$ cat src/common/flash_cmd_defs.svh
// constants of the serial flash command interpreter
`ifndef FLASH_CMD_DEFS_SVH
`define FLASH_CMD_DEFS_SVH

`define BYTE_BITS        8
`define ADDR_W           19
`define FIFO_DEPTH       8

`define OP_READ          8'h03
`define OP_FAST_READ     8'h0B
`define OP_SECTOR_ERASE  8'h20
`define OP_BLOCK_ERASE   8'h52
`define OP_CHIP_ERASE    8'h60
`define OP_BYTE_PROG     8'h02
`define OP_AUTO_PROG     8'hAF
`define OP_STATUS_READ   8'h05
`define OP_STATUS_ARM    8'h50
`define OP_STATUS_WRITE  8'h01
`define OP_LATCH_SET     8'h06
`define OP_LATCH_CLEAR   8'h04
`define OP_ID_READ_A     8'h90
`define OP_ID_READ_B     8'hAB

`define TOP_ADDR_LARGE   19'h7FFFF
`define TOP_ADDR_SMALL   19'h3FFFF
`define SECTOR_LSB       12
`define BLOCK_LSB        15

// reset values of the status bits
`define PROTECT_RST      2'h3
`define PROTECT_LOCK_RST 1'h0

// identification bytes: values are arbitrary
`define MAKER_CODE       8'h5A
`define PART_CODE_SMALL  8'h6B
`define PART_CODE_LARGE  8'h6C

`endif

$ cat src/common/flash_cmd_pkg.sv
// types shared by the serial flash command interpreter
package flash_cmd_pkg;
  `include "flash_cmd_defs.svh"

  typedef enum logic [2:0] {
    ST_OPCODE = 3'h0,
    ST_ADDR   = 3'h1,
    ST_DUMMY  = 3'h3,
    ST_OUT    = 3'h2,
    ST_DATA   = 3'h6,
    ST_DONE   = 3'h7
  } state_t;

  typedef struct packed {
    logic [`ADDR_W-1:0] addr;
    logic [7:0]         data;
  } prog_word_t;

  typedef enum logic [1:0] {
    ER_SECTOR = 2'h0,
    ER_BLOCK  = 2'h1,
    ER_CHIP   = 2'h2
  } erase_kind_t;

  typedef struct packed {
    logic               valid;
    erase_kind_t        kind;
    logic [`ADDR_W-1:0] addr;
  } erase_req_t;
endpackage : flash_cmd_pkg

$ cat src/design/prog_fifo.sv
// program-word fifo with registered output stage
`timescale 1ns/100ps
module prog_fifo #(
  parameter int WIDTH = 27,
  parameter int DEPTH = 8
) (
  input  wire logic             clk_i,
  input  wire logic             rst_n_i,
  input  wire logic             in_valid_i,
  input  wire logic [WIDTH-1:0] in_data_i,
  output logic                  in_ready_o,
  output logic                  out_valid_o,
  output logic      [WIDTH-1:0] out_data_o,
  input  wire logic             out_ready_i
);
  // depth must be a power of two so that pointers wrap by themselves
  localparam int PW = $clog2(DEPTH);
  localparam int CW = $clog2(DEPTH + 1);

  logic [WIDTH-1:0] mem_reg [DEPTH];
  logic [PW-1:0]    wr_ptr_reg;
  logic [PW-1:0]    rd_ptr_reg;
  logic [CW-1:0]    count_reg;
  logic             push;
  logic             pop;

  assign in_ready_o = (count_reg != CW'(DEPTH));
  assign push       = in_valid_i & in_ready_o;
  assign pop        = (count_reg != '0) & (~out_valid_o | out_ready_i);

  always_ff @(posedge clk_i) begin
    if (push) begin
      mem_reg[wr_ptr_reg] <= in_data_i;
    end
  end

  always_ff @(posedge clk_i or negedge rst_n_i) begin
    if (!rst_n_i) begin
      wr_ptr_reg <= '0;
      rd_ptr_reg <= '0;
      count_reg  <= '0;
    end else begin
      if (push) begin
        wr_ptr_reg <= wr_ptr_reg + PW'(1);
      end
      if (pop) begin
        rd_ptr_reg <= rd_ptr_reg + PW'(1);
      end
      if (push & ~pop) begin
        count_reg <= count_reg + CW'(1);
      end else if (pop & ~push) begin
        count_reg <= count_reg - CW'(1);
      end
    end
  end

  always_ff @(posedge clk_i or negedge rst_n_i) begin
    if (!rst_n_i) begin
      out_valid_o <= 1'b0;
      out_data_o  <= '0;
    end else if (pop) begin
      out_valid_o <= 1'b1;
      out_data_o  <= mem_reg[rd_ptr_reg];
    end else if (out_ready_i) begin
      out_valid_o <= 1'b0;
    end
  end
endmodule : prog_fifo

$ cat src/design/flash_cmd.sv
// serial flash instruction decoder and read/program/id sequencer
`timescale 1ns/100ps
`include "flash_cmd_defs.svh"
module flash_cmd #(
  parameter bit LARGE_DENSITY = 1'b1
) (
  input  wire logic                      clk_i,
  input  wire logic                      rst_n_i,
  input  wire logic                      sck_i,
  input  wire logic                      cs_n_i,
  input  wire logic                      si_i,
  output logic                           so_o,
  output logic                           so_oe_o,
  output logic                           rd_req_o,
  output logic [`ADDR_W-1:0]             rd_addr_o,
  input  wire logic [7:0]                rd_data_i,
  input  wire logic                      array_busy_i,
  output flash_cmd_pkg::prog_word_t      prog_o,
  output logic                           prog_valid_o,
  input  wire logic                      prog_ready_i,
  output flash_cmd_pkg::erase_req_t      erase_o,
  output logic [1:0]                     protect_o
);
  ////////////////////////////////////////////////////////////////////////////////
  // helpers

  function automatic logic [`ADDR_W-1:0] top_addr();
    return LARGE_DENSITY ? `TOP_ADDR_LARGE : `TOP_ADDR_SMALL;
  endfunction : top_addr

  function automatic logic [`ADDR_W-1:0] mask_addr(input logic [23:0] a);
    return {a[18] & LARGE_DENSITY, a[17:0]};
  endfunction : mask_addr

  function automatic logic [`ADDR_W-1:0] next_addr(input logic [`ADDR_W-1:0] a);
    return (a == top_addr()) ? '0 : a + `ADDR_W'(1);
  endfunction : next_addr

  function automatic logic is_prog(input logic [7:0] op);
    return (op == `OP_BYTE_PROG) || (op == `OP_AUTO_PROG);
  endfunction : is_prog

  ////////////////////////////////////////////////////////////////////////////////
  // pin synchronisers: bit 2 sck, bit 1 select, bit 0 serial in

  logic [2:0] pin_s1_reg;
  logic [2:0] pin_s2_reg;
  logic [2:0] pin_s3_reg;
  logic [2:0] pin_f_reg;
  logic       sck_prev_reg;
  logic       cs_prev_reg;
  logic       sck_f;
  logic       cs_f;
  logic       si_f;
  logic       sck_rise;
  logic       sck_fall;
  logic       cs_rise;

  always_ff @(posedge clk_i or negedge rst_n_i) begin
    if (!rst_n_i) begin
      pin_s1_reg <= 3'h2;
      pin_s2_reg <= 3'h2;
      pin_s3_reg <= 3'h2;
      pin_f_reg  <= 3'h2;
    end else begin
      pin_s1_reg <= {sck_i, cs_n_i, si_i};
      pin_s2_reg <= pin_s1_reg;
      pin_s3_reg <= pin_s2_reg;
      for (int i = 0; i < 3; i++) begin
        // a level counts only once two stages agree
        if (pin_s2_reg[i] == pin_s3_reg[i]) begin
          pin_f_reg[i] <= pin_s3_reg[i];
        end
      end
    end
  end

  assign sck_f = pin_f_reg[2];
  assign cs_f  = pin_f_reg[1];
  assign si_f  = pin_f_reg[0];

  always_ff @(posedge clk_i or negedge rst_n_i) begin
    if (!rst_n_i) begin
      sck_prev_reg <= 1'b0;
      cs_prev_reg  <= 1'b1;
    end else begin
      sck_prev_reg <= sck_f;
      cs_prev_reg  <= cs_f;
    end
  end

  assign sck_rise = sck_f & ~sck_prev_reg & ~cs_f;
  assign sck_fall = ~sck_f & sck_prev_reg & ~cs_f;
  assign cs_rise  = cs_f & ~cs_prev_reg;

  ////////////////////////////////////////////////////////////////////////////////
  // bit assembly

  logic [7:0] rx_reg;
  logic [2:0] bit_cnt_reg;
  logic       byte_done;
  logic [7:0] byte_val;

  always_ff @(posedge clk_i or negedge rst_n_i) begin
    if (!rst_n_i) begin
      rx_reg      <= 8'h00;
      bit_cnt_reg <= 3'h0;
    end else if (cs_f) begin
      bit_cnt_reg <= 3'h0;
    end else if (sck_rise) begin
      rx_reg      <= byte_val;
      bit_cnt_reg <= bit_cnt_reg + 3'h1;
    end
  end

  assign byte_done = sck_rise & (bit_cnt_reg == 3'h7);
  assign byte_val  = {rx_reg[6:0], si_f};

  ////////////////////////////////////////////////////////////////////////////////
  // instruction sequencer

  flash_cmd_pkg::state_t    state_reg;
  logic [7:0]               op_reg;
  logic [15:0]              addr_hi_reg;
  logic [1:0]               addr_cnt_reg;
  logic [`ADDR_W-1:0]       ptr_reg;
  logic                     id_sel_reg;
  logic                     rd_req_reg;
  logic                     rd_wait_reg;
  logic [7:0]               mem_byte_reg;
  logic                     pend_valid_reg;
  logic [7:0]               pend_op_reg;
  logic [`ADDR_W-1:0]       pend_addr_reg;
  logic [7:0]               pend_data_reg;
  logic                     status_ok_reg;
  logic                     latch_reg;
  logic                     aai_reg;
  logic [`ADDR_W-1:0]       aai_addr_reg;
  logic                     arm_reg;
  logic [1:0]               protect_reg;
  logic                     lock_reg;
  logic [`ADDR_W-1:0]       full_addr;
  logic                     opcode_done;
  logic                     push_req;
  logic                     exec_fire;
  logic                     fifo_in_ready;
  flash_cmd_pkg::prog_word_t fifo_in;

  assign full_addr   = mask_addr({addr_hi_reg, byte_val});
  assign opcode_done = byte_done & (state_reg == flash_cmd_pkg::ST_OPCODE);
  assign push_req    = pend_valid_reg & is_prog(pend_op_reg) & latch_reg;
  // execution of a program word waits while the program fifo is full
  assign exec_fire   = cs_f & ~cs_rise & pend_valid_reg & (~push_req | fifo_in_ready);

  always_ff @(posedge clk_i or negedge rst_n_i) begin
    if (!rst_n_i) begin
      state_reg      <= flash_cmd_pkg::ST_OPCODE;
      op_reg         <= 8'h00;
      addr_hi_reg    <= 16'h0000;
      addr_cnt_reg   <= 2'h0;
      ptr_reg        <= '0;
      id_sel_reg     <= 1'b0;
      rd_req_reg     <= 1'b0;
      pend_valid_reg <= 1'b0;
      pend_op_reg    <= 8'h00;
      pend_addr_reg  <= '0;
      pend_data_reg  <= 8'h00;
      status_ok_reg  <= 1'b0;
    end else begin
      rd_req_reg <= 1'b0;
      if (cs_rise && bit_cnt_reg != 3'h0) begin
        pend_valid_reg <= 1'b0;
      end else if (exec_fire) begin
        pend_valid_reg <= 1'b0;
      end
      if (cs_f) begin
        state_reg <= flash_cmd_pkg::ST_OPCODE;
      end else if (byte_done) begin
        case (state_reg)
          flash_cmd_pkg::ST_OPCODE: begin
            op_reg        <= byte_val;
            addr_cnt_reg  <= 2'h0;
            status_ok_reg <= arm_reg & (byte_val == `OP_STATUS_WRITE);
            if (pend_valid_reg && byte_val != `OP_STATUS_READ) begin
              state_reg <= flash_cmd_pkg::ST_DONE;
            end else begin
              case (byte_val)
                `OP_READ, `OP_FAST_READ, `OP_SECTOR_ERASE, `OP_BLOCK_ERASE,
                `OP_BYTE_PROG, `OP_ID_READ_A, `OP_ID_READ_B: begin
                  state_reg <= flash_cmd_pkg::ST_ADDR;
                end
                `OP_AUTO_PROG: begin
                  pend_addr_reg <= aai_addr_reg;
                  state_reg <= aai_reg ? flash_cmd_pkg::ST_DATA : flash_cmd_pkg::ST_ADDR;
                end
                `OP_STATUS_READ: begin
                  state_reg <= flash_cmd_pkg::ST_OUT;
                end
                `OP_STATUS_WRITE: begin
                  state_reg <= flash_cmd_pkg::ST_DATA;
                end
                default: begin
                  pend_op_reg    <= byte_val;
                  pend_valid_reg <= 1'b1;
                  state_reg      <= flash_cmd_pkg::ST_DONE;
                end
              endcase
            end
          end
          flash_cmd_pkg::ST_ADDR: begin
            addr_hi_reg  <= {addr_hi_reg[7:0], byte_val};
            addr_cnt_reg <= addr_cnt_reg + 2'h1;
            if (addr_cnt_reg == 2'h2) begin
              pend_addr_reg <= full_addr;
              ptr_reg       <= full_addr;
              id_sel_reg    <= byte_val[0];
              case (op_reg)
                `OP_READ: begin
                  rd_req_reg <= 1'b1;
                  ptr_reg    <= next_addr(full_addr);
                  state_reg  <= flash_cmd_pkg::ST_OUT;
                end
                `OP_FAST_READ: begin
                  state_reg <= flash_cmd_pkg::ST_DUMMY;
                end
                `OP_ID_READ_A, `OP_ID_READ_B: begin
                  state_reg <= flash_cmd_pkg::ST_OUT;
                end
                `OP_BYTE_PROG, `OP_AUTO_PROG: begin
                  state_reg <= flash_cmd_pkg::ST_DATA;
                end
                default: begin
                  pend_op_reg    <= op_reg;
                  pend_valid_reg <= 1'b1;
                  state_reg      <= flash_cmd_pkg::ST_DONE;
                end
              endcase
            end
          end
          flash_cmd_pkg::ST_DUMMY: begin
            // dummy bits are shifted in and dropped
            rd_req_reg <= 1'b1;
            ptr_reg    <= next_addr(ptr_reg);
            state_reg  <= flash_cmd_pkg::ST_OUT;
          end
          flash_cmd_pkg::ST_DATA: begin
            pend_op_reg    <= op_reg;
            pend_data_reg  <= byte_val;
            pend_valid_reg <= 1'b1;
            state_reg      <= flash_cmd_pkg::ST_DONE;
          end
          flash_cmd_pkg::ST_OUT: begin
            if (op_reg == `OP_READ || op_reg == `OP_FAST_READ) begin
              rd_req_reg <= 1'b1;
              ptr_reg    <= next_addr(ptr_reg);
            end
            id_sel_reg <= ~id_sel_reg;
          end
          default: begin
            state_reg <= flash_cmd_pkg::ST_DONE;
          end
        endcase
      end
    end
  end

  ////////////////////////////////////////////////////////////////////////////////
  // array read port and serial output

  logic [7:0] tx_reg;
  logic [7:0] tx_src;
  logic [7:0] status_byte;

  assign status_byte = {lock_reg, aai_reg, 2'h0, protect_reg, latch_reg,
                        array_busy_i | pend_valid_reg};

  always_comb begin
    case (op_reg)
      `OP_STATUS_READ: tx_src = status_byte;
      `OP_ID_READ_A, `OP_ID_READ_B: begin
        tx_src = id_sel_reg ? (LARGE_DENSITY ? `PART_CODE_LARGE : `PART_CODE_SMALL)
                            : `MAKER_CODE;
      end
      default: tx_src = mem_byte_reg;
    endcase
  end

  always_ff @(posedge clk_i or negedge rst_n_i) begin
    if (!rst_n_i) begin
      rd_req_o     <= 1'b0;
      rd_addr_o    <= '0;
      rd_wait_reg  <= 1'b0;
      mem_byte_reg <= 8'h00;
    end else begin
      rd_req_o    <= rd_req_reg;
      rd_wait_reg <= rd_req_o;
      if (rd_req_reg) begin
        // pointer already stands one past the byte being fetched
        rd_addr_o <= (ptr_reg == '0) ? top_addr() : ptr_reg - `ADDR_W'(1);
      end
      if (rd_wait_reg) begin
        mem_byte_reg <= rd_data_i;
      end
    end
  end

  always_ff @(posedge clk_i or negedge rst_n_i) begin
    if (!rst_n_i) begin
      so_o    <= 1'b0;
      so_oe_o <= 1'b0;
      tx_reg  <= 8'h00;
    end else begin
      so_oe_o <= ~cs_f & (state_reg == flash_cmd_pkg::ST_OUT);
      if (sck_fall && state_reg == flash_cmd_pkg::ST_OUT) begin
        if (bit_cnt_reg == 3'h0) begin
          so_o   <= tx_src[7];
          tx_reg <= {tx_src[6:0], 1'b0};
        end else begin
          so_o   <= tx_reg[7];
          tx_reg <= {tx_reg[6:0], 1'b0};
        end
      end
    end
  end

  ////////////////////////////////////////////////////////////////////////////////
  // execution of completed instructions once select is high

  always_ff @(posedge clk_i or negedge rst_n_i) begin
    if (!rst_n_i) begin
      latch_reg    <= 1'b0;
      aai_reg      <= 1'b0;
      aai_addr_reg <= '0;
      arm_reg      <= 1'b0;
      protect_reg  <= `PROTECT_RST;
      lock_reg     <= `PROTECT_LOCK_RST;
      erase_o      <= '0;
    end else begin
      erase_o.valid <= 1'b0;
      if (opcode_done) begin
        arm_reg <= 1'b0;
      end
      if (exec_fire) begin
        case (pend_op_reg)
          `OP_LATCH_SET: latch_reg <= 1'b1;
          `OP_LATCH_CLEAR: begin
            latch_reg <= 1'b0;
            aai_reg   <= 1'b0;
          end
          `OP_STATUS_ARM: arm_reg <= 1'b1;
          `OP_STATUS_WRITE: begin
            if (status_ok_reg && !lock_reg) begin
              protect_reg <= pend_data_reg[3:2];
              lock_reg    <= pend_data_reg[7];
            end
          end
          `OP_BYTE_PROG: latch_reg <= 1'b0;
          `OP_AUTO_PROG: begin
            if (latch_reg) begin
              aai_reg      <= (pend_addr_reg != top_addr());
              latch_reg    <= (pend_addr_reg != top_addr());
              aai_addr_reg <= pend_addr_reg + `ADDR_W'(1);
            end
          end
          `OP_SECTOR_ERASE, `OP_BLOCK_ERASE: begin
            if (latch_reg) begin
              latch_reg     <= 1'b0;
              erase_o.valid <= 1'b1;
              if (pend_op_reg == `OP_SECTOR_ERASE) begin
                erase_o.kind <= flash_cmd_pkg::ER_SECTOR;
                erase_o.addr <= {pend_addr_reg[`ADDR_W-1:`SECTOR_LSB],
                                 `SECTOR_LSB'(0)};
              end else begin
                erase_o.kind <= flash_cmd_pkg::ER_BLOCK;
                erase_o.addr <= {pend_addr_reg[`ADDR_W-1:`BLOCK_LSB],
                                 `BLOCK_LSB'(0)};
              end
            end
          end
          `OP_CHIP_ERASE: begin
            if (latch_reg && protect_reg == 2'h0) begin
              latch_reg     <= 1'b0;
              erase_o.valid <= 1'b1;
              erase_o.kind  <= flash_cmd_pkg::ER_CHIP;
              erase_o.addr  <= '0;
            end
          end
          default: ;
        endcase
      end
    end
  end

  ////////////////////////////////////////////////////////////////////////////////
  // program fifo toward the array

  assign fifo_in = '{addr: pend_addr_reg, data: pend_data_reg};

  prog_fifo #(
    .WIDTH ($bits(flash_cmd_pkg::prog_word_t)),
    .DEPTH (`FIFO_DEPTH)
  ) u_prog_fifo (
    .clk_i       (clk_i),
    .rst_n_i     (rst_n_i),
    .in_valid_i  (exec_fire & push_req),
    .in_data_i   (fifo_in),
    .in_ready_o  (fifo_in_ready),
    .out_valid_o (prog_valid_o),
    .out_data_o  (prog_o),
    .out_ready_i (prog_ready_i)
  );

  always_ff @(posedge clk_i or negedge rst_n_i) begin
    if (!rst_n_i) begin
      protect_o <= `PROTECT_RST;
    end else begin
      protect_o <= protect_reg;
    end
  end
endmodule : flash_cmd

$ cat config.mk
export PLATFORM = sky130hd
export DESIGN_NAME = flash_cmd
export DESIGN_NICKNAME = d
export VERILOG_FILES = /design/src/common/flash_cmd_pkg.sv /design/src/design/prog_fifo.sv /design/src/design/flash_cmd.sv
export VERILOG_INCLUDE_DIRS = /design/src /design/src/common
export SDC_FILE = /design/constraint.sdc
export NUM_CORES = 1
export LEC_CHECK = 0
export BUFFER_PORTS_ARGS = -buffer_cell sky130_fd_sc_hd__buf_2
export CAP_MARGIN = 25
export CORE_MARGIN = 2
export CORE_UTILIZATION = 58
export CTS_BUF_LIST = sky130_fd_sc_hd__clkbuf_2 sky130_fd_sc_hd__clkbuf_4 sky130_fd_sc_hd__clkbuf_8
export CTS_CLUSTER_DIAMETER = 40
export DETAILED_ROUTE_END_ITERATION = 8
export PLACE_DENSITY = 0.76
export RECOVER_POWER = 50
export REMOVE_ABC_BUFFERS = 1
export SETUP_SLACK_MARGIN = 0.4
export SLEW_MARGIN = 25
export SYNTH_ARGS = -nofsm -noshare
export SYNTH_HDL_FRONTEND = slang
export SYNTH_SLANG_ARGS = --single-unit
export TNS_END_PERCENT = 30
$ cat constraint.sdc
create_clock -name clk_i -period 3.65 [get_ports clk_i]
set_input_delay 0.365 -clock clk_i [delete_from_list [all_inputs] [get_ports clk_i]]
set_output_delay 0.365 -clock clk_i [all_outputs]
set_load 0.05 [all_outputs]
==> impl_metrics.toml <==
[outcome]
outcome = "finished clean"

[floorplan]
fp.dieH_microns = 185.0
initial_core_util = 0.5869
coreArea_sq_mm = 0.03237
die_area_sq_mm = 0.03422
rows = 66
ios = 89
die_w_microns = 185.0

[grt]
grt_max_degree = 108
grt_antenna_before_repair = 0
grtUsageTotal = 0.2421
grt.overflow.total = 0
grt_pass1_wl_mm = 63.94
first_global_vias = 11860

[yosys]
synth_top_cells_by_area = "edfxtp_1 34%, dfrtp_1 28%, mux4_2 6.4%"
netlist_instances = 1422
ys_warn_count = 0
synthArstFlopShare = 0.5034
avgSynthCellArea_sq_um = 13.36
synth_edf_count = 216
ys_ff_latch = 435
synth_area_sq_mm = 0.01900
synth_top_area_frac = 0.3414
synthFlopType = "edfxtp_1"
synth_largest_area_cell = "edfxtp_1"
synth-seq-area-share = 0.6305
ys_types = 77

[clocking]
clk_path_buf_depth = 3
post_cts_buffers = 0
cts_tree = "done"
cts_root_buffer = "clkbuf_8"
cts_made_buffers = 71
clock_latency_ps = 600
path_clk_slew_ps = 60
clock-sinks = 435
htree_levels = 3

[worst_setup_path]
path_cells = "nor4_4 -> and3_1 -> o21ai_1 -> nor3b_4 -> ha_1 -> inv_1 -> ha_1 -> a21o_1 -> a21oi_1 -> xnor2_1 -> nor2_1 -> xor2_1"
reg2reg_from = "pend_op_reg[2]"
timing.rr.end = "u_prog_fifo.count_reg[3]"
start_kind = "flip-flop"
slowest_stage = "dfrtp_1"
r2r_slack_ps = 640
max_stage_delay_ps = 480
cp-endpoint = "u_prog_fifo.count_reg[3]"
crit_required_ps = 4110
critPathBufInv = 1
critical_path_class = "flip-flop to flip-flop"
end_kind = "flip-flop"
crit_top_cell = "ha_1"
cp_max_fo = 7
rr_worst_depth = 12
critPathTopFamily = "simple AND/OR/NAND/NOR gates"
cp.depth = 12
cp.arrival_ps = 3470
startpoint = "pend_op_reg[2]"

[final_layout]
final_nets = 1550
layout.cells.non_filler = 2017
drive_gt1_frac = 0.2267
multi_input_area_sq_mm = 0.006571
nFillCells = 2291
final_area_sq_mm = 0.02138
syn2layout_area_growth_pct = 12.52
largest_reg_flops = 216
regArea_sq_mm = 0.01198
diodes = 0

[power_and_ir_drop]
power_density_mw_per_mm2 = 556.1
leakagePower_nw = 8.351
ir_drop_mv = 0.5183

[timing]
clock-skew-final_ps = 39.32
drv_slew = 0
min_period_ps = 3009
tightest_slew_ps = 1385
setup_viol = 0
finalHoldViolations = 0
period_share = 0.8244
relSlewSlack = 0.07673
max_freq_mhz = 332.3
rsz0062_at_grt = "false"

[route]
wl_mm = 39.81
route.detailed.drc = 0
antenna_left = 0
wl_per_cell_microns = 19.73
drt_iter0_drc = 911
dr.pass1.iters = 5
vias_per_cell = 5.936
vias = 11970

[run]
cap_violations = 0

[placement]
place_area_sq_mm = 0.01981
gp_congestion = 0.8875
dp_hpwl_mm = 24.69
place_inst = 1879
port_buffers = 76

[min_path]
hp-class = "input port to flip-flop"
## metal layers
layer | global-route usage | up-vias | share of wire
met4 | 0.07810 | 0 | 0.023
met3 | 0.04286 | 74 | 0.060
met5 | 0 | - | 0
met2 | 0.4129 | 396 | 0.50
li1 | - | 5500 | -
met1 | 0.3179 | 6003 | 0.41
## cell usage after synthesis (all sizes together) (23+ instances only)
library cell,instances
edfxtp,216
nor2,105
dfrtp,210
mux4,54
inv,28
buf,35
nand2,122
mux2i,50
nand3,28
a21oi,51
clkbuf,61
o21ai,93
xnor2,36
nand4,23
mux2,50
## timing repair
item / 4_1_cts / 5_1_grt
setup endpoints to repair: 0 / 1
gates resized for setup: 0 / 2
hold endpoints to repair: 106 / 1
hold buffers: 6 / 1
## kinds of logic (layout without fill, tap and decap cells)
family	after synthesis	in the layout	share of synthesized area
flip-flops	435	435	0.6305
adder cells (fa/ha/maj)	21	21	0.01383
XOR/XNOR	57	57	0.02628
other	1	12	0.0001974
AO/OA/AOI/OAI	236	236	0.07706
buffers and inverters	124	266	0.02905
multiplexers	154	154	0.1200
AND/OR/NAND/NOR	394	394	0.1031
## cell type report
type / instances / share of cell area
tap: 442 / 0.02587
clock inverter: 25 / 0.009073
timing repair buffer: 107 / 0.03032
inverter: 28 / 0.004917
sequential: 435 / 0.5606
clock buffer: 106 / 0.06181
multi-input combinational: 874 / 0.3074
## placed cells by master, fill, tap and decap left out, types with 22 or more instances in the layout
master | Yosys | routed
a21oi_1 | 51 | 50
buf_2 | 15 | 75
clkbuf_4 | 0 | 22
clkbuf_8 | 0 | 84
dfrtp_1 | 210 | 208
edfxtp_1 | 216 | 216
inv_1 | 28 | 28
mux2_2 | 50 | 50
mux2i_1 | 50 | 50
mux4_2 | 54 | 54
nand2_1 | 122 | 122
nand3_1 | 28 | 28
nand4_1 | 23 | 23
nor2_1 | 105 | 99
o21ai_0 | 89 | 89
xnor2_1 | 36 | 36
## power by group
part / leakage (nW) / switching, mW / internal, mW
registers: 4.83 / 0.374 / 5.30
clock network: 0.803 / 1.91 / 2.49
logic: 2.72 / 1.09 / 0.731
## per-stage QoR
stage | util | setup TNS, ps | total power, mW | setup slack (ps) | hold slack (ps)
finish | 0.6603 | 0 | 11.89 | 641.0 | 30.39
floorplan | - | -29310 | 7.041 | -615.1 | 69.41
CTS | 0.6605 | 0 | 12.01 | 471.5 | 0.4923
detailed placement | 0.6118 | 0 | 7.597 | 446.0 | 336.3
global placement | 0.6118 | 0 | 7.552 | 595.7 | 335.1
global route | 0.6603 | 0 | 12.41 | 472.2 | 5.464
## worst min path at each step
stage,start,to,cells past startpoint
detailed placement,pin_s1_reg[2],pin_s2_reg[2],0
global placement,pin_s1_reg[0],pin_s2_reg[0],0
global route,rd_data_i[4],mem_byte_reg[4],2
CTS,rd_data_i[1],mem_byte_reg[1],2
finish,rd_data_i[6],mem_byte_reg[6],2
floorplan,rst_n_i,aai_addr_reg[0],0
Power figures use the tool's default switching activity.
